**config.mk**
```make
export PLATFORM = sky130hd
export DESIGN_NAME = dcs_top
export DESIGN_NICKNAME = d
export VERILOG_FILES = /design/src/dcs_pkg.sv /design/src/dcs_top.sv /design/src/dcs_crc.sv /design/src/dcs_chan.sv
export VERILOG_INCLUDE_DIRS = /design/src
export SDC_FILE = /design/constraint.sdc
export NUM_CORES = 2
export LEC_CHECK = 0
export BUFFER_PORTS_ARGS = -buffer_cell sky130_fd_sc_hd__buf_2
export CAP_MARGIN = 20
export CORE_MARGIN = 2
export CORE_UTILIZATION = 35
export CTS_CLUSTER_SIZE = 30
export DETAILED_ROUTE_END_ITERATION = 16
export GPL_ROUTABILITY_DRIVEN = 0
export PLACE_DENSITY = 0.5
export SLEW_MARGIN = 0
export SYNTH_ARGS = -nofsm -noshare
export SYNTH_HDL_FRONTEND = slang
export SYNTH_SLANG_ARGS = --single-unit
```
**constraint.sdc**
```tcl
create_clock -name clk_sys -period 72.9 [get_ports clk_sys]
set_clock_uncertainty 0.1 [all_clocks]
set_input_delay 3.645 -clock clk_sys [delete_from_list [all_inputs] [get_ports clk_sys]]
set_output_delay 3.645 -clock clk_sys [all_outputs]
set_load 0.05 [all_outputs]
```
**src/dcs_defs.svh**
```systemverilog
/*
  dcs_defs.svh: register offsets, field positions, reset values and
  descriptor word indices of the dma channel pair with crc scan.
  Assumes byte addresses on an 8-bit register port, one word per register.
*/
`ifndef DCS_DEFS_SVH
`define DCS_DEFS_SVH
// ----------------------------------------
// register byte offsets
// ----------------------------------------
`define DCS_A_CTRL 8'h00
`define DCS_A_STAT 8'h04
`define DCS_A_SRC 8'h08
`define DCS_A_DPTR 8'h30
`define DCS_A_POLY 8'h34
`define DCS_A_SEED 8'h38
`define DCS_A_EXP 8'h3c
`define DCS_A_RES 8'h40
`define DCS_A_FILL 8'h44
`define DCS_A_CUR 8'h48
// ----------------------------------------
// control and status fields
// ----------------------------------------
`define DCS_B_EN 0
`define DCS_F_FLOW 3:1
`define DCS_F_MODE 5:4
`define DCS_B_VFY 6
`define DCS_B_BITR 7
`define DCS_B_BYTR 8
`define DCS_B_HALF 9
`define DCS_B_TRIG 10
`define DCS_S_BUSY 0
`define DCS_S_SDONE 1
`define DCS_S_DDONE 2
`define DCS_S_FAULT 3
`define DCS_S_ERR 4
// ----------------------------------------
// parameter slots, descriptor words, resets
// ----------------------------------------
`define DCS_P_ADDR 4'h0
`define DCS_P_XCNT 4'h1
`define DCS_P_XMOD 4'h2
`define DCS_P_YCNT 4'h3
`define DCS_P_YMOD 4'h4
`define DCS_P_NUM 4'h5
`define DCS_P_ALL 10
`define DCS_DW_NEXT 3'h0
`define DCS_DW_ADDR 3'h1
`define DCS_DW_XCNT 3'h2
`define DCS_DW_CFG 3'h3
`define DCS_DW_XMOD 3'h4
`define DCS_DW_YCNT 3'h5
`define DCS_DW_YMOD 3'h6
`define DCS_WORD 32'h0000_0004
`define DCS_RST_CTRL 32'h0000_0000
`define DCS_RST_YCNT 32'h0000_0001
`define DCS_RST_POLY 32'h04c1_1db7
`define DCS_RST_SEED 32'hffff_ffff
`endif

```
**src/dcs_pkg.sv**
```systemverilog
/*
  dcs_pkg: state, flow and checksum mode types of the channel pair.
  Assumes nothing of its surroundings.
*/
package dcs_pkg;
  typedef enum logic [2:0] {ST_IDLE = 3'h0, ST_ARM = 3'h1, ST_DESC = 3'h2,
    ST_LOAD = 3'h3, ST_RD = 3'h4, ST_WR = 3'h5, ST_CHK = 3'h6} dcs_state_type;
  typedef enum logic [2:0] {FL_STOP = 3'h0, FL_CIRC = 3'h1, FL_RING = 3'h2,
    FL_LIST = 3'h3, FL_ARRAY = 3'h4, FL_LIST2D = 3'h5} dcs_flow_type;
  typedef enum logic [1:0] {MD_COPY = 2'h0, MD_SCAN = 2'h1, MD_XFER = 2'h2,
    MD_FILL = 2'h3} dcs_mode_type;
endpackage

```
**src/dcs_top.sv**
```systemverilog
/*
  dcs_top: memory-to-memory stream of a source and a destination channel,
  register or descriptor driven, with a crc32 engine on the source side.
  Assumes a memory port that holds mem_ack low until the access is done
  and returns read data with mem_ack; trig_in comes from the same clock.
*/
`timescale 1ns/10ps
`include "dcs_defs.svh"
// Function
// - each stream pairs a reading source channel with a writing destination channel
// - software writes control registers; the channel starts from those values
// - at end of a circular register unit, working values reload from setup
// - descriptor mode fetches parameters from memory and chains the next sequence
// - single linear buffer halts the channel when done
// - addresses advance by a signed stride, zero allowed
// - circular mode restarts at buffer start, interrupt at each fill
// - optional interrupt at the buffer's halfway point
// - ping-pong ring of two-word descriptors: next pointer, address
// - list of four-word descriptors: next, address, length, configuration
// - array of one-word descriptors, only the base address changes
// - 2d list descriptors reload every source channel parameter; destination setup is untouched
// - channels run on the system clock with a 32-bit data bus
// - crc32 signature over the 32-bit word stream
// - scan mode feeds crc from the source, writes nothing
// - transfer mode forwards each word to the destination
// - mismatch against the expected value raises a fault event
// - generator polynomial is programmed by software
// - selectable bit and byte mirroring of data words
// - fill mode writes a constant over a 1d or 2d region
// - separate fault and error event outputs
// - trigger input can start the sequence
module dcs_top
#(
  parameter int CW = 16
)
(
  // clock and reset
  input logic clk_sys,
  input logic rst,
  // register port
  input logic [7:0] reg_addr,
  input logic [31:0] reg_wdata,
  input logic reg_wr,
  input logic reg_rd,
  output logic [31:0] reg_rdata,
  // memory master, 32-bit
  output logic mem_req,
  output logic mem_we,
  output logic [31:0] mem_addr,
  output logic [31:0] mem_wdata,
  input logic mem_ack,
  input logic [31:0] mem_rdata,
  input logic mem_err,
  // triggers and events
  input logic trig_in,
  output logic trig_out,
  output logic irq_done,
  output logic irq_frac,
  output logic crc_fault,
  output logic crc_err
);
  // ----------------------------------------
  // helpers
  // ----------------------------------------
  function automatic logic is_desc(input dcs_pkg::dcs_flow_type f);
    return f == dcs_pkg::FL_RING || f == dcs_pkg::FL_LIST ||
      f == dcs_pkg::FL_ARRAY || f == dcs_pkg::FL_LIST2D;
  endfunction

  function automatic logic [2:0] d_first(input dcs_pkg::dcs_flow_type f);
    return f == dcs_pkg::FL_ARRAY ? `DCS_DW_ADDR : `DCS_DW_NEXT;
  endfunction

  function automatic logic [2:0] d_last(input dcs_pkg::dcs_flow_type f);
    case (f)
      dcs_pkg::FL_LIST: return `DCS_DW_CFG;
      dcs_pkg::FL_LIST2D: return `DCS_DW_YMOD;
      default: return `DCS_DW_ADDR;
    endcase
  endfunction

  // descriptor word to source parameter slot
  function automatic logic [3:0] d_slot(input logic [2:0] dw);
    case (dw)
      `DCS_DW_ADDR: return `DCS_P_ADDR;
      `DCS_DW_XCNT: return `DCS_P_XCNT;
      `DCS_DW_XMOD: return `DCS_P_XMOD;
      `DCS_DW_YCNT: return `DCS_P_YCNT;
      default: return `DCS_P_YMOD;
    endcase
  endfunction

  // ----------------------------------------
  // state and decode
  // ----------------------------------------
  dcs_pkg::dcs_state_type state_r;
  dcs_pkg::dcs_flow_type flow;
  dcs_pkg::dcs_mode_type mode;
  logic [31:0] ctrl_r;
  logic [31:0] par_r [`DCS_P_ALL];
  logic [31:0] dptr_r;
  logic [31:0] dnext_r;
  logic [31:0] poly_r;
  logic [31:0] seed_r;
  logic [31:0] exp_r;
  logic [31:0] fill_r;
  logic [31:0] res_r;
  logic [31:0] data_r;
  logic [31:0] ecnt_r;
  logic [31:0] total;
  logic [31:0] crc;
  logic [31:0] src_addr;
  logic [31:0] dst_addr;
  logic [2:0] dword_r;
  logic [3:0] pidx;
  logic [3:0] ld;
  logic src_last;
  logic dst_last;
  logic src_end_r;
  logic sdone_r;
  logic ddone_r;
  logic fault_r;
  logic err_r;
  logic en;
  logic need_rd;
  logic need_wr;
  logic in_par;
  logic ack_d;
  logic ack_rd;
  logic ack_wr;
  logic chk;
  logic load;
  logic zero;
  logic err_evt;
  logic stop_evt;
  logic mis;
  logic elem;
  logic d_end;
  logic st_wr;

  assign flow = dcs_pkg::dcs_flow_type'(ctrl_r[`DCS_F_FLOW]);
  assign mode = dcs_pkg::dcs_mode_type'(ctrl_r[`DCS_F_MODE]);
  assign en = ctrl_r[`DCS_B_EN];
  // scan never writes, fill never reads
  assign need_rd = mode != dcs_pkg::MD_FILL;
  assign need_wr = mode != dcs_pkg::MD_SCAN;
  assign in_par = reg_addr >= `DCS_A_SRC && reg_addr < `DCS_A_DPTR;
  assign pidx = 4'((reg_addr - `DCS_A_SRC) >> 2);
  assign ld = need_rd ? 4'h0 : `DCS_P_NUM;
  assign ack_d = state_r == dcs_pkg::ST_DESC && mem_ack;
  assign ack_rd = state_r == dcs_pkg::ST_RD && mem_ack;
  assign ack_wr = state_r == dcs_pkg::ST_WR && mem_ack;
  assign chk = state_r == dcs_pkg::ST_CHK;
  assign load = state_r == dcs_pkg::ST_LOAD;
  assign d_end = ack_d && dword_r >= d_last(flow);
  assign zero = par_r[ld + `DCS_P_XCNT] == 32'h0000_0000 || par_r[ld + `DCS_P_YCNT] == 32'h0000_0000;
  assign err_evt = (mem_req && mem_ack && mem_err) || (load && zero);
  assign stop_evt = err_evt || (chk && flow == dcs_pkg::FL_STOP);
  assign mis = ctrl_r[`DCS_B_VFY] && crc != exp_r;
  assign elem = need_rd ? ack_rd : ack_wr;
  assign total = 32'(par_r[ld + `DCS_P_XCNT] * par_r[ld + `DCS_P_YCNT]);
  assign st_wr = reg_wr && reg_addr == `DCS_A_STAT;

  // ----------------------------------------
  // channels and checksum engine
  // ----------------------------------------
  // source reads, destination writes: two channels per stream
  dcs_chan #(.CW(CW)) u_src
  (
    .clk_sys(clk_sys),
    .rst(rst),
    .load(load),
    .step(ack_rd && !mem_err),
    .s_addr(par_r[`DCS_P_ADDR]),
    .s_xcnt(par_r[`DCS_P_XCNT]),
    .s_xmod(par_r[`DCS_P_XMOD]),
    .s_ycnt(par_r[`DCS_P_YCNT]),
    .s_ymod(par_r[`DCS_P_YMOD]),
    .addr(src_addr),
    .last(src_last)
  );

  dcs_chan #(.CW(CW)) u_dst
  (
    .clk_sys(clk_sys),
    .rst(rst),
    .load(load),
    .step(ack_wr && !mem_err),
    .s_addr(par_r[`DCS_P_NUM + `DCS_P_ADDR]),
    .s_xcnt(par_r[`DCS_P_NUM + `DCS_P_XCNT]),
    .s_xmod(par_r[`DCS_P_NUM + `DCS_P_XMOD]),
    .s_ycnt(par_r[`DCS_P_NUM + `DCS_P_YCNT]),
    .s_ymod(par_r[`DCS_P_NUM + `DCS_P_YMOD]),
    .addr(dst_addr),
    .last(dst_last)
  );

  // fed only by source reads in scan and transfer modes
  dcs_crc u_crc
  (
    .clk_sys(clk_sys),
    .rst(rst),
    .init(load),
    .seed(seed_r),
    .poly(poly_r),
    .bit_rev(ctrl_r[`DCS_B_BITR]),
    .byte_rev(ctrl_r[`DCS_B_BYTR]),
    .in_valid(ack_rd && !mem_err && (mode == dcs_pkg::MD_SCAN || mode == dcs_pkg::MD_XFER)),
    .in_data(mem_rdata),
    .crc(crc)
  );

  // ----------------------------------------
  // memory port
  // ----------------------------------------
  assign mem_req = state_r == dcs_pkg::ST_DESC || state_r == dcs_pkg::ST_RD || state_r == dcs_pkg::ST_WR;
  assign mem_we = state_r == dcs_pkg::ST_WR;
  // 32-bit words on clk_sys; the address mux follows flops only
  always_comb
    unique case (state_r)
      dcs_pkg::ST_DESC: mem_addr = dptr_r + {27'h0, dword_r - d_first(flow), 2'b00};
      dcs_pkg::ST_WR: mem_addr = dst_addr;
      default: mem_addr = src_addr;
    endcase
  assign mem_wdata = mode == dcs_pkg::MD_FILL ? fill_r : data_r;

  // ----------------------------------------
  // registers and descriptor loads
  // ----------------------------------------
  // software write wins over a descriptor load in the same cycle
  always_ff @(posedge clk_sys or posedge rst)
    if (rst)
    begin
      ctrl_r <= `DCS_RST_CTRL;
      for (int i = 0; i < `DCS_P_ALL; i++)
        par_r[i] <= (i == `DCS_P_YCNT || i == `DCS_P_NUM + `DCS_P_YCNT) ? `DCS_RST_YCNT : 32'h0000_0000;
      dptr_r <= 32'h0000_0000;
      poly_r <= `DCS_RST_POLY;
      seed_r <= `DCS_RST_SEED;
      exp_r <= 32'h0000_0000;
      fill_r <= 32'h0000_0000;
    end
    else
    begin
      if (reg_wr && reg_addr == `DCS_A_CTRL)
        ctrl_r <= reg_wdata;
      else if (stop_evt)
        ctrl_r[`DCS_B_EN] <= 1'b0;
      else if (ack_d && dword_r == `DCS_DW_CFG)
        ctrl_r <= {mem_rdata[31:1], 1'b1};
      if (reg_wr && in_par)
        par_r[pidx] <= reg_wdata;
      else if (ack_d && dword_r != `DCS_DW_NEXT && dword_r != `DCS_DW_CFG)
        par_r[d_slot(dword_r)] <= mem_rdata;
      if (reg_wr && reg_addr == `DCS_A_DPTR)
        dptr_r <= reg_wdata;
      else if (d_end)
        dptr_r <= flow == dcs_pkg::FL_ARRAY ? dptr_r + `DCS_WORD : dnext_r;
      if (reg_wr && reg_addr == `DCS_A_POLY)
        poly_r <= reg_wdata;
      if (reg_wr && reg_addr == `DCS_A_SEED)
        seed_r <= reg_wdata;
      if (reg_wr && reg_addr == `DCS_A_EXP)
        exp_r <= reg_wdata;
      if (reg_wr && reg_addr == `DCS_A_FILL)
        fill_r <= reg_wdata;
    end

  // descriptor word index and link pointer
  always_ff @(posedge clk_sys or posedge rst)
    if (rst)
    begin
      dword_r <= 3'h0;
      dnext_r <= 32'h0000_0000;
    end
    else if (state_r != dcs_pkg::ST_DESC)
      dword_r <= d_first(flow);
    else if (ack_d)
    begin
      dword_r <= dword_r + 3'h1;
      if (dword_r == `DCS_DW_NEXT)
        dnext_r <= mem_rdata;
    end

  // ----------------------------------------
  // sequencer
  // ----------------------------------------
  // the arm state costs a cycle but decouples start from the write
  always_ff @(posedge clk_sys or posedge rst)
    if (rst)
      state_r <= dcs_pkg::ST_IDLE;
    else if (err_evt)
      state_r <= dcs_pkg::ST_IDLE;
    else
      unique case (state_r)
        dcs_pkg::ST_IDLE:
          if (reg_wr && reg_addr == `DCS_A_CTRL && reg_wdata[`DCS_B_EN])
            state_r <= dcs_pkg::ST_ARM;
        dcs_pkg::ST_ARM:
          if (!en)
            state_r <= dcs_pkg::ST_IDLE;
          else if (!ctrl_r[`DCS_B_TRIG] || trig_in)
            state_r <= is_desc(flow) ? dcs_pkg::ST_DESC : dcs_pkg::ST_LOAD;
        dcs_pkg::ST_DESC:
          if (d_end)
            state_r <= dcs_pkg::ST_LOAD;
        dcs_pkg::ST_LOAD:
          state_r <= need_rd ? dcs_pkg::ST_RD : dcs_pkg::ST_WR;
        dcs_pkg::ST_RD:
          if (mem_ack)
            state_r <= need_wr ? dcs_pkg::ST_WR : src_last ? dcs_pkg::ST_CHK : dcs_pkg::ST_RD;
        dcs_pkg::ST_WR:
          if (mem_ack && (need_rd ? src_end_r : dst_last))
            state_r <= dcs_pkg::ST_CHK;
          else if (mem_ack)
            state_r <= need_rd ? dcs_pkg::ST_RD : dcs_pkg::ST_WR;
        dcs_pkg::ST_CHK:
          if (!en || flow == dcs_pkg::FL_STOP)
            state_r <= dcs_pkg::ST_IDLE;
          else if (flow == dcs_pkg::FL_CIRC)
            state_r <= dcs_pkg::ST_LOAD;
          else
            state_r <= dcs_pkg::ST_DESC;
        default:
          state_r <= dcs_pkg::ST_IDLE;
      endcase

  // ----------------------------------------
  // data path
  // ----------------------------------------
  // read word held for the destination write
  always_ff @(posedge clk_sys or posedge rst)
    if (rst)
    begin
      data_r <= 32'h0000_0000;
      src_end_r <= 1'b0;
      ecnt_r <= 32'h0000_0000;
    end
    else if (load)
    begin
      src_end_r <= 1'b0;
      ecnt_r <= 32'h0000_0000;
    end
    else
    begin
      if (ack_rd)
      begin
        data_r <= mem_rdata;
        src_end_r <= src_last;
      end
      if (elem)
        ecnt_r <= ecnt_r + 32'h0000_0001;
    end

  // ----------------------------------------
  // events and status
  // ----------------------------------------
  // one-cycle event pulses, all from flops
  always_ff @(posedge clk_sys or posedge rst)
    if (rst)
    begin
      irq_done <= 1'b0;
      trig_out <= 1'b0;
      irq_frac <= 1'b0;
      crc_fault <= 1'b0;
      crc_err <= 1'b0;
    end
    else
    begin
      irq_done <= chk;
      trig_out <= chk;
      irq_frac <= ctrl_r[`DCS_B_HALF] && elem && ecnt_r + 32'h0000_0001 == total >> 1;
      crc_fault <= chk && mis;
      crc_err <= err_evt;
    end

  // sticky flags: a set in the clearing cycle wins
  always_ff @(posedge clk_sys or posedge rst)
    if (rst)
    begin
      sdone_r <= 1'b0;
      ddone_r <= 1'b0;
      fault_r <= 1'b0;
      err_r <= 1'b0;
    end
    else
    begin
      sdone_r <= (chk && need_rd) || (sdone_r && !(st_wr && reg_wdata[`DCS_S_SDONE]));
      ddone_r <= (chk && need_wr) || (ddone_r && !(st_wr && reg_wdata[`DCS_S_DDONE]));
      fault_r <= (chk && mis) || (fault_r && !(st_wr && reg_wdata[`DCS_S_FAULT]));
      err_r <= err_evt || (err_r && !(st_wr && reg_wdata[`DCS_S_ERR]));
    end

  // signature latched at end of pass
  always_ff @(posedge clk_sys or posedge rst)
    if (rst)
      res_r <= 32'h0000_0000;
    else if (chk)
      res_r <= crc;

  // read data stand one cycle; unmapped reads give zero
  always_ff @(posedge clk_sys or posedge rst)
    if (rst)
      reg_rdata <= 32'h0000_0000;
    else if (!reg_rd)
      reg_rdata <= 32'h0000_0000;
    else if (in_par)
      reg_rdata <= par_r[pidx];
    else
      unique case (reg_addr)
        `DCS_A_CTRL: reg_rdata <= ctrl_r;
        `DCS_A_STAT: reg_rdata <= {27'h0, err_r, fault_r, ddone_r, sdone_r, state_r != dcs_pkg::ST_IDLE};
        `DCS_A_DPTR: reg_rdata <= dptr_r;
        `DCS_A_POLY: reg_rdata <= poly_r;
        `DCS_A_SEED: reg_rdata <= seed_r;
        `DCS_A_EXP: reg_rdata <= exp_r;
        `DCS_A_RES: reg_rdata <= res_r;
        `DCS_A_FILL: reg_rdata <= fill_r;
        `DCS_A_CUR: reg_rdata <= src_addr;
        default: reg_rdata <= 32'h0000_0000;
      endcase
endmodule

```
**src/dcs_crc.sv**
```systemverilog
/*
  dcs_crc: crc32 engine, one 32-bit word per cycle, programmable
  polynomial and optional bit and byte mirroring of the input word.
  Assumes init and in_valid never come in the same cycle.
*/
`timescale 1ns/10ps
module dcs_crc
(
  // clock and reset
  input logic clk_sys,
  input logic rst,
  // control
  input logic init,
  input logic [31:0] seed,
  input logic [31:0] poly,
  input logic bit_rev,
  input logic byte_rev,
  // data
  input logic in_valid,
  input logic [31:0] in_data,
  output logic [31:0] crc
);
  // msb-first serial division, unrolled into one cycle
  function automatic logic [31:0] crc_word(input logic [31:0] c,
    input logic [31:0] d, input logic [31:0] p);
    logic fb;
    for (int i = 31; i >= 0; i--)
    begin
      fb = c[31] ^ d[i];
      c = {c[30:0], 1'b0} ^ (fb ? p : 32'h0000_0000);
    end
    return c;
  endfunction

  logic [31:0] w;
  // mirroring lets either endianness give the same signature
  always_comb
  begin
    w = byte_rev ? {in_data[7:0], in_data[15:8], in_data[23:16], in_data[31:24]} : in_data;
    if (bit_rev)
      w = {<<{w}};
  end

  // running signature; held between passes
  always_ff @(posedge clk_sys or posedge rst)
    if (rst)
      crc <= 32'h0000_0000;
    else if (init)
      crc <= seed;
    else if (in_valid)
      crc <= crc_word(crc, w, poly);
endmodule

```
**src/dcs_chan.sv**
```systemverilog
/*
  dcs_chan: address generator of one channel, linear or 2d with signed
  strides, reloaded from the setup values at the start of each unit.
  Assumes step only while the unit has elements left.
*/
`timescale 1ns/10ps
module dcs_chan
#(
  parameter int CW = 16
)
(
  // clock and reset
  input logic clk_sys,
  input logic rst,
  // control
  input logic load,
  input logic step,
  // setup values
  input logic [31:0] s_addr,
  input logic [31:0] s_xcnt,
  input logic [31:0] s_xmod,
  input logic [31:0] s_ycnt,
  input logic [31:0] s_ymod,
  // position
  output logic [31:0] addr,
  output logic last
);
  logic [CW-1:0] x_r;
  logic [CW-1:0] y_r;

  // counters of one row and of rows
  assign last = x_r <= CW'(1) && y_r <= CW'(1);

  // reload restores the setup values; strides wrap, so negative works
  always_ff @(posedge clk_sys or posedge rst)
    if (rst)
    begin
      addr <= 32'h0000_0000;
      x_r <= '0;
      y_r <= '0;
    end
    else if (load)
    begin
      addr <= s_addr;
      x_r <= s_xcnt[CW-1:0];
      y_r <= s_ycnt[CW-1:0];
    end
    else if (step && x_r > CW'(1))
    begin
      addr <= addr + s_xmod;
      x_r <= x_r - CW'(1);
    end
    else if (step && y_r > CW'(1))
    begin
      addr <= addr + s_ymod;
      x_r <= s_xcnt[CW-1:0];
      y_r <= y_r - CW'(1);
    end
endmodule

```
# [Yosys cells after proc, flatten, opt, wreduce, memory -nomap -nowiden]
# Cells that the tools add are included.
[op_classes] addsub=16 multipliers=1 magnitude_cmp=17 eq_ne=41 mux=112 bitwise=70 reduce_logical=95
[ops] cell="two-way mux 32 bit" n=60
[ops] cell="XOR 32 bit" n=32
[ops] cell="bitwise mux 320 bit" n=2
[ops] cell="two-way mux 320 bit" n=2
[ops] cell="binary-select mux 32 bit (select 4 bit)" n=3
[ops] cell="case mux 32 bit (9 select lines)" n=1
[ops] cell="demux 32 bit (select 4 bit)" n=2
[ops] cell="two-way mux 16 bit" n=12
[ops] cell="adder 32 bit" n=4
[ops] cell="> comparator 16 x 1 -> 1 bit, second input constant" n=4
[ops] cell="less-or-equal comparator 16 x 1 -> 1 bit, second input constant" n=4
[ops] cell="logical NOT 32 bit" n=2
[ops] cell="case mux 32 bit (2 select lines)" n=1
[ops] cell="subtractor 16 x 1 -> 16 bit, second input constant" n=4
[ops] cell="logical AND 1 bit" n=47
[ops] cell="two-way mux 3 bit" n=11
[ops] cell="adder 32 x 1 -> 32 bit, second input constant" n=1
[ops] cell="adder 32 x 3 -> 32 bit, second input constant" n=1
[ops] cell="adder 32 x 5 -> 32 bit" n=1
[ops] cell="== test 32 x 31 -> 1 bit" n=1
[ops] cell="== test 8 x 6 -> 1 bit, second input constant" n=4
[ops] cell="multiplier 32 x 32 -> 32 bit" n=1
[ops] cell="!= test 32 bit" n=1
[ops] cell="XOR 1 bit" n=32
[ops] cell="41 further kinds" n=119
[totals] register_bits=847 out_inout_bits=103 elab_cells=392

# [Longest topological paths before layout]
[depth] word_depth=100 mapped_depth=58

# [Modules after synthesis]
# From an unflattened synthesis, not the netlist that was laid out.
[hier_totals] hier_cells=9911 hier_area_um2=84324.6
[modules_own_cells] module="dcs_top" n_inst=1 cells_per_inst=5191 area_per_inst_um2=51035.2
[modules_own_cells] module="dcs_crc" n_inst=1 cells_per_inst=3300 area_per_inst_um2=22029.9
[modules_own_cells] module="dcs_chan (u_dst)" n_inst=1 cells_per_inst=685 area_per_inst_um2=5642.9
[modules_own_cells] module="dcs_chan (u_src)" n_inst=1 cells_per_inst=735 area_per_inst_um2=5616.6

# [Least setup slack after synthesis]
# OpenSTA, ideal clock, no wires.
[synth_timing] path_kind="input to register" start="in mem_rdata[26]" end="reg u_crc.crc[5]" setup_time_ns=0.132 arrival_time_ns=15.815 slack_ns=56.853 cell_stages=52 cell_sequence="clkbuf_1 mux4_2 xor2_1 o21ai_1 a2111oi_2 o21ai_1 and4_1 buf_6 a211oi_2 nor3_2 o31ai_4 mux2i_1 xor2_2 nor4_1 or4_1 and2_1 buf_2 o21a_1 (+16 left out) o211a_1 xnor2_4 xnor3_1 nand2_1 a21oi_2 o21ai_0 and3_1 clkbuf_1 or4_1 a31o_2 a21oi_1 xor2_2 buf_4 nand2_1 xnor2_1 xnor2_1 xnor2_1 o21ai_1"
[synth_between] elab_chain_len=94
[synth_lines] item="from (decl)" line="dcs_top.sv:52" source="input logic [31:0] mem_rdata,"
[synth_lines] item="two-way mux 32 bit *" line="dcs_crc.sv:39" source="w = byte_rev ? {in_data[7:0], in_data[15:8], in_data[23:16], in_data[31:24]} : in_data;"
[synth_lines] item="two-way mux 32 bit *" line="dcs_crc.sv:40" source="if (bit_rev)"
[synth_lines] item="XOR 1 bit" line="dcs_crc.sv:29" source="fb = c[31] ^ d[i];"
[synth_lines] item="two-way mux 32 bit" line="dcs_crc.sv:30" source="c = {c[30:0], 1'b0} ^ (fb ? p : 32'h0000_0000);"
[synth_lines] item="XOR 32 bit" line="dcs_crc.sv:30"
[synth_lines] item="XOR 1 bit" line="dcs_crc.sv:29"
[synth_lines] item="two-way mux 32 bit" line="dcs_crc.sv:30"
[synth_lines] item="XOR 32 bit" line="dcs_crc.sv:30"
[synth_lines] item="(+78 left out)"
[synth_lines] item="XOR 1 bit" line="dcs_crc.sv:29"
[synth_lines] item="two-way mux 32 bit" line="dcs_crc.sv:30"
[synth_lines] item="XOR 32 bit *" line="dcs_crc.sv:30"
[synth_lines] item="XOR 1 bit" line="dcs_crc.sv:29"
[synth_lines] item="two-way mux 32 bit" line="dcs_crc.sv:30"
[synth_lines] item="XOR 32 bit *" line="dcs_crc.sv:30"
[synth_lines] item="two-way mux 32 bit *" line="dcs_crc.sv:50" source="else if (in_valid)"
[synth_lines] item="two-way mux 32 bit *" line="dcs_crc.sv:48" source="else if (init)"
[synth_lines] item="to (signal assigned)" line="dcs_crc.sv:51" source="crc <= crc_word(crc, w, poly);"
[synth_lines] item="to (decl)" line="dcs_crc.sv:21" source="output logic [31:0] crc"
# Every way passes the cells marked *; elsewhere a longest branch is shown, timed or not. The select of a mux whose other input is x is not followed.
# A chain may end at the register's enable or synchronous reset.

# [Worst setup path after layout]
[layout_timing] start="in mem_rdata[31]" end="reg u_crc.crc[2]"
[layout_between] elab_chain_len=100
[layout_lines] item="two-way mux 32 bit *" line="dcs_crc.sv:39"
[layout_lines] item="two-way mux 32 bit *" line="dcs_crc.sv:40"
[layout_lines] item="XOR 1 bit" line="dcs_crc.sv:29"
[layout_lines] item="two-way mux 32 bit" line="dcs_crc.sv:30"
[layout_lines] item="XOR 32 bit" line="dcs_crc.sv:30"
[layout_lines] item="XOR 1 bit" line="dcs_crc.sv:29"
[layout_lines] item="two-way mux 32 bit" line="dcs_crc.sv:30"
[layout_lines] item="XOR 32 bit" line="dcs_crc.sv:30"
[layout_lines] item="(+84 left out)"
[layout_lines] item="XOR 1 bit" line="dcs_crc.sv:29"
[layout_lines] item="two-way mux 32 bit" line="dcs_crc.sv:30"
[layout_lines] item="XOR 32 bit" line="dcs_crc.sv:30"
[layout_lines] item="XOR 1 bit" line="dcs_crc.sv:29"
[layout_lines] item="two-way mux 32 bit" line="dcs_crc.sv:30"
[layout_lines] item="XOR 32 bit *" line="dcs_crc.sv:30"
[layout_lines] item="two-way mux 32 bit *" line="dcs_crc.sv:50"
[layout_lines] item="two-way mux 32 bit *" line="dcs_crc.sv:48"
# Marked as above.

==> impl_metrics.toml <==
[floorplan]
fp-row-count = 177
die-width_microns = 487
chipHeight_microns = 487
core_area_sq_um = 232000
die_area_sq_um = 237000
starting_density_pct = 35.1
boundaryPins = 182

[grt]
gr-total-overflow = 0
grt_start_max_net_pins = 152
grt.met2_usage_pct = 43.0
grt_pass1_wl_mm = 524
global_route.usage.total_pct = 30.0
busiest_layer_in_global_routing = "met2"
initial_antenna_violation_count = 38
globalRouteMet1Util_pct = 41.6
first_global_vias = 71900
grt_use_met3_pct = 7.22

[detailed_routing]
routed_wirelength_mm = 366
vias_per_cell = 6.04
final_antenna_net_count = 0
drcViolationCount = 0
dr_total_vias = 75300
detail_route.wl_per_cell_microns = 29.4
drtPass1Iterations = 9
drtIter0Drc = 9965

[worst_setup_path]
maximum_fanout_along_the_worst_path = 34
timing.rr.start = "ctrl_r[8]$_DFFE_PP0P_"
timing.setup.critical_path_class = "input pin to register"
reg2regPathDepth = 46
regToRegSetupSlack_ns = 54.52
critPathLaunch = "mem_rdata[31]"
cp_num_cells = 47
setup.worst_path.end = "u_crc.crc[2]$_DFFE_PP0P_"
worst_r2r_endpoint = "u_crc.crc[2]$_DFFE_PP0P_"
worst-path-buf-inv = 3
timing.critical_path.required_ns = 73.49
crit_path_top_delay_cell = "xor2_1"
worstSetupStartpointType = "input pin"
worst_path_dominant_cell_family = "compound AO/OA/AOI/OAI gates"
timing.critical_path.arrival_ns = 21.27
largest_stage_delay_on_the_critical_path_ns = 0.88
worst_setup_path_end_kind = "register"

[sta]
achievable-frequency_mhz = 48.3
report.final.hold_viol_count = 0
final_critical_period_ns = 20.69
finalMaxSlewViolations = 0
tightestPinTransition_ns = 1.36
rsz0062_at_grt = "no"
fin_tns_setup_ns = 0
setup_violations = 0
finalCritPeriodShare_pct = 28.4
maxSlewHeadroom_pct = 9.64

[layout]
finish.utilization_pct = 38.5
largest_register_ffs = 320
post_route_cells_drive_above_1_share_pct = 14.3
final_design_area_no_fill_sq_um = 89300
num-fill-cells = 23500
area.growth.synth_to_final_pct = 9.51
layout.nets = 10000
largest_register = "par_r"

[power]
leakage_uw = 0.0366
power.density_nw_per_um2 = 35.5
power.ir.vdd_worst_mv = 0.0513

[synthesis]
synth.distinct_cells = 125
async_flop_share_pct = 100
syn-instance-count = 9596
ys_warn_count = 0
number_of_nets_produced_by_synthesis = 10300
synth-seq-cells = 847
synth_edf_count = 0
ys_seq_area_share_pct = 26.1
summed_instance_area_of_the_synthesized_netlist_sq_um = 81500
yosys_most_used_dff = "dfrtp_1"
synth_area_per_cell_sq_um = 8.50

[clock_network]
cts_post_setup_buffers_inserted = 0
htree_levels = 3
clock_sink_count = 847
number_of_cts_inserted_buffers = 98
cts_resized = 0
clock_tree_from_tritoncts = "done"
largest_buffer_count_on_any_clock_path = 3
clkLatencyLatePin_ns = 0.79
cts_root_buf = "clkbuf_16"
post_cts_hold_buffer_count = 0
clk_pin_slew_ns = 0.07

[placed_design]
postPlaceCellArea_sq_um = 85700
dpl.hpwl_mm = 258
numPortBuffers = 181

[min_path]
hold_crit_path_type = "register to register"

[job]
cap_viol_max_count = 0

[outcome]
outcome = "complete, no violations"
[Yosys cell counts, drive strengths merged, types with 34 or more instances]
cell type  instances  area share, %
nor4              34           0.32
mux4              60            1.7
nand4             45           0.35
fa               411             10
xnor2           1053             11
nand3            107           0.66
dfstp             48            1.5
o22ai            127           0.97
a221o             83            1.0
buf              188            1.0
nand2           1422            6.5
a31oi             41           0.35
a21oi            465            2.9
xor2             110            1.2
a221oi            36           0.40
a211oi            81           0.80
dfrtp            799             25
nor3             168            1.1
o31ai             34           0.33
a32oi             94            1.0
nor2             974            4.5
mux2             380            5.2
a22oi            219            2.0
a21o              68           0.63
inv              482            2.2
o21bai            51           0.47
and3              45           0.35
ha               212            3.3
mux2i            181            2.3
nor2b             39           0.30
clkbuf           620            2.9
o21ai            525            3.2
[kinds of logic after synthesis]
| kind of cell | after synthesis | synth area share (%) |
|---|---|---|
| AND/OR/NAND/NOR | 3006 | 15.8 |
| flip-flops | 847 | 26.1 |
| AO/OA/AOI/OAI | 2015 | 16.3 |
| XOR/XNOR | 1177 | 13.1 |
| buffers and inverters | 1307 | 6.25 |
| adder cells (fa/ha/maj) | 623 | 13.3 |
| multiplexers | 621 | 9.16 |
[where the power goes]
part,leakage [uW],internal [uW],switching (uW)
Clock,0.00168,310,236
Combinational,0.0237,725,1230
Sequential,0.0112,552,117
Total,0.0366,1590,1580
[placed cells by master, fill, tap and decap left out, types with 126 or more instances in the layout]
cell type,Yosys,final
a21oi_1,464,463
a22oi_1,218,218
buf_2,41,179
buf_4,9,250
dfrtp_1,799,792
fa_1,411,411
ha_1,212,211
inv_1,481,479
mux2_2,379,379
mux2i_1,178,141
nand2_1,1421,1411
nor2_1,973,952
nor3_1,153,146
o21ai_0,479,478
o22ai_1,127,126
xnor2_1,1038,1032
[per-stage QoR]
| stage | worst slack (ns) | instances | power [uW] | hold slack, ns |
|---|---|---|---|---|
| detailed placement | 51.80 | 12300 | 2570 | 0.368 |
| CTS | 52.52 | 12400 | 3120 | 0.382 |
| finish | 52.21 | 12500 | 3170 | 0.382 |
| global placement | 51.56 | 12200 | 2540 | 0.364 |
| global route | 51.24 | 12500 | 3330 | 0.402 |
| floorplan | 45.44 | 9596 | 2090 | 0.345 |
[routing by layer]
metal / wire length [microns] / up-vias
met5: 58 / -
met4: 21600 / 10
met3: 38900 / 814
met2: 152000 / 4455
met1: 153000 / 37900
li1: - / 32100
[tightest hold or removal path: cells and delay by family (launching register included)]
kind	cells	cell delay, ns
flip-flops	1	0.34
AND/OR/NAND/NOR	2	0.11
[worst min-delay path by stage]
stage | start | end | cells after the start
3_5_place_dp | res_r[4]$_DFFE_PP0P_ | res_r[4]$_DFFE_PP0P_ | 2
6_report | res_r[3]$_DFFE_PP0P_ | res_r[3]$_DFFE_PP0P_ | 2
5_1_grt | res_r[29]$_DFFE_PP0P_ | res_r[29]$_DFFE_PP0P_ | 2
3_3_place_gp | sdone_r$_DFF_PP0_ | sdone_r$_DFF_PP0_ | 2
4_1_cts | res_r[4]$_DFFE_PP0P_ | res_r[4]$_DFFE_PP0P_ | 2
2_1_floorplan | res_r[30]$_DFFE_PP0P_ | res_r[30]$_DFFE_PP0P_ | 2
[cell type report]
type	count	area, sq um	area share (%)
sequential	847	21300	23.8
inverter	485	1830	2.05
multi-input combinational	7442	55900	62.6
clock inverter	53	727	0.814
timing repair buffer	443	3020	3.38
antenna	21	52.6	0.0589
clock buffer	132	2740	3.07
tap	3043	3810	4.26
Power figures use the tool's default switching activity.
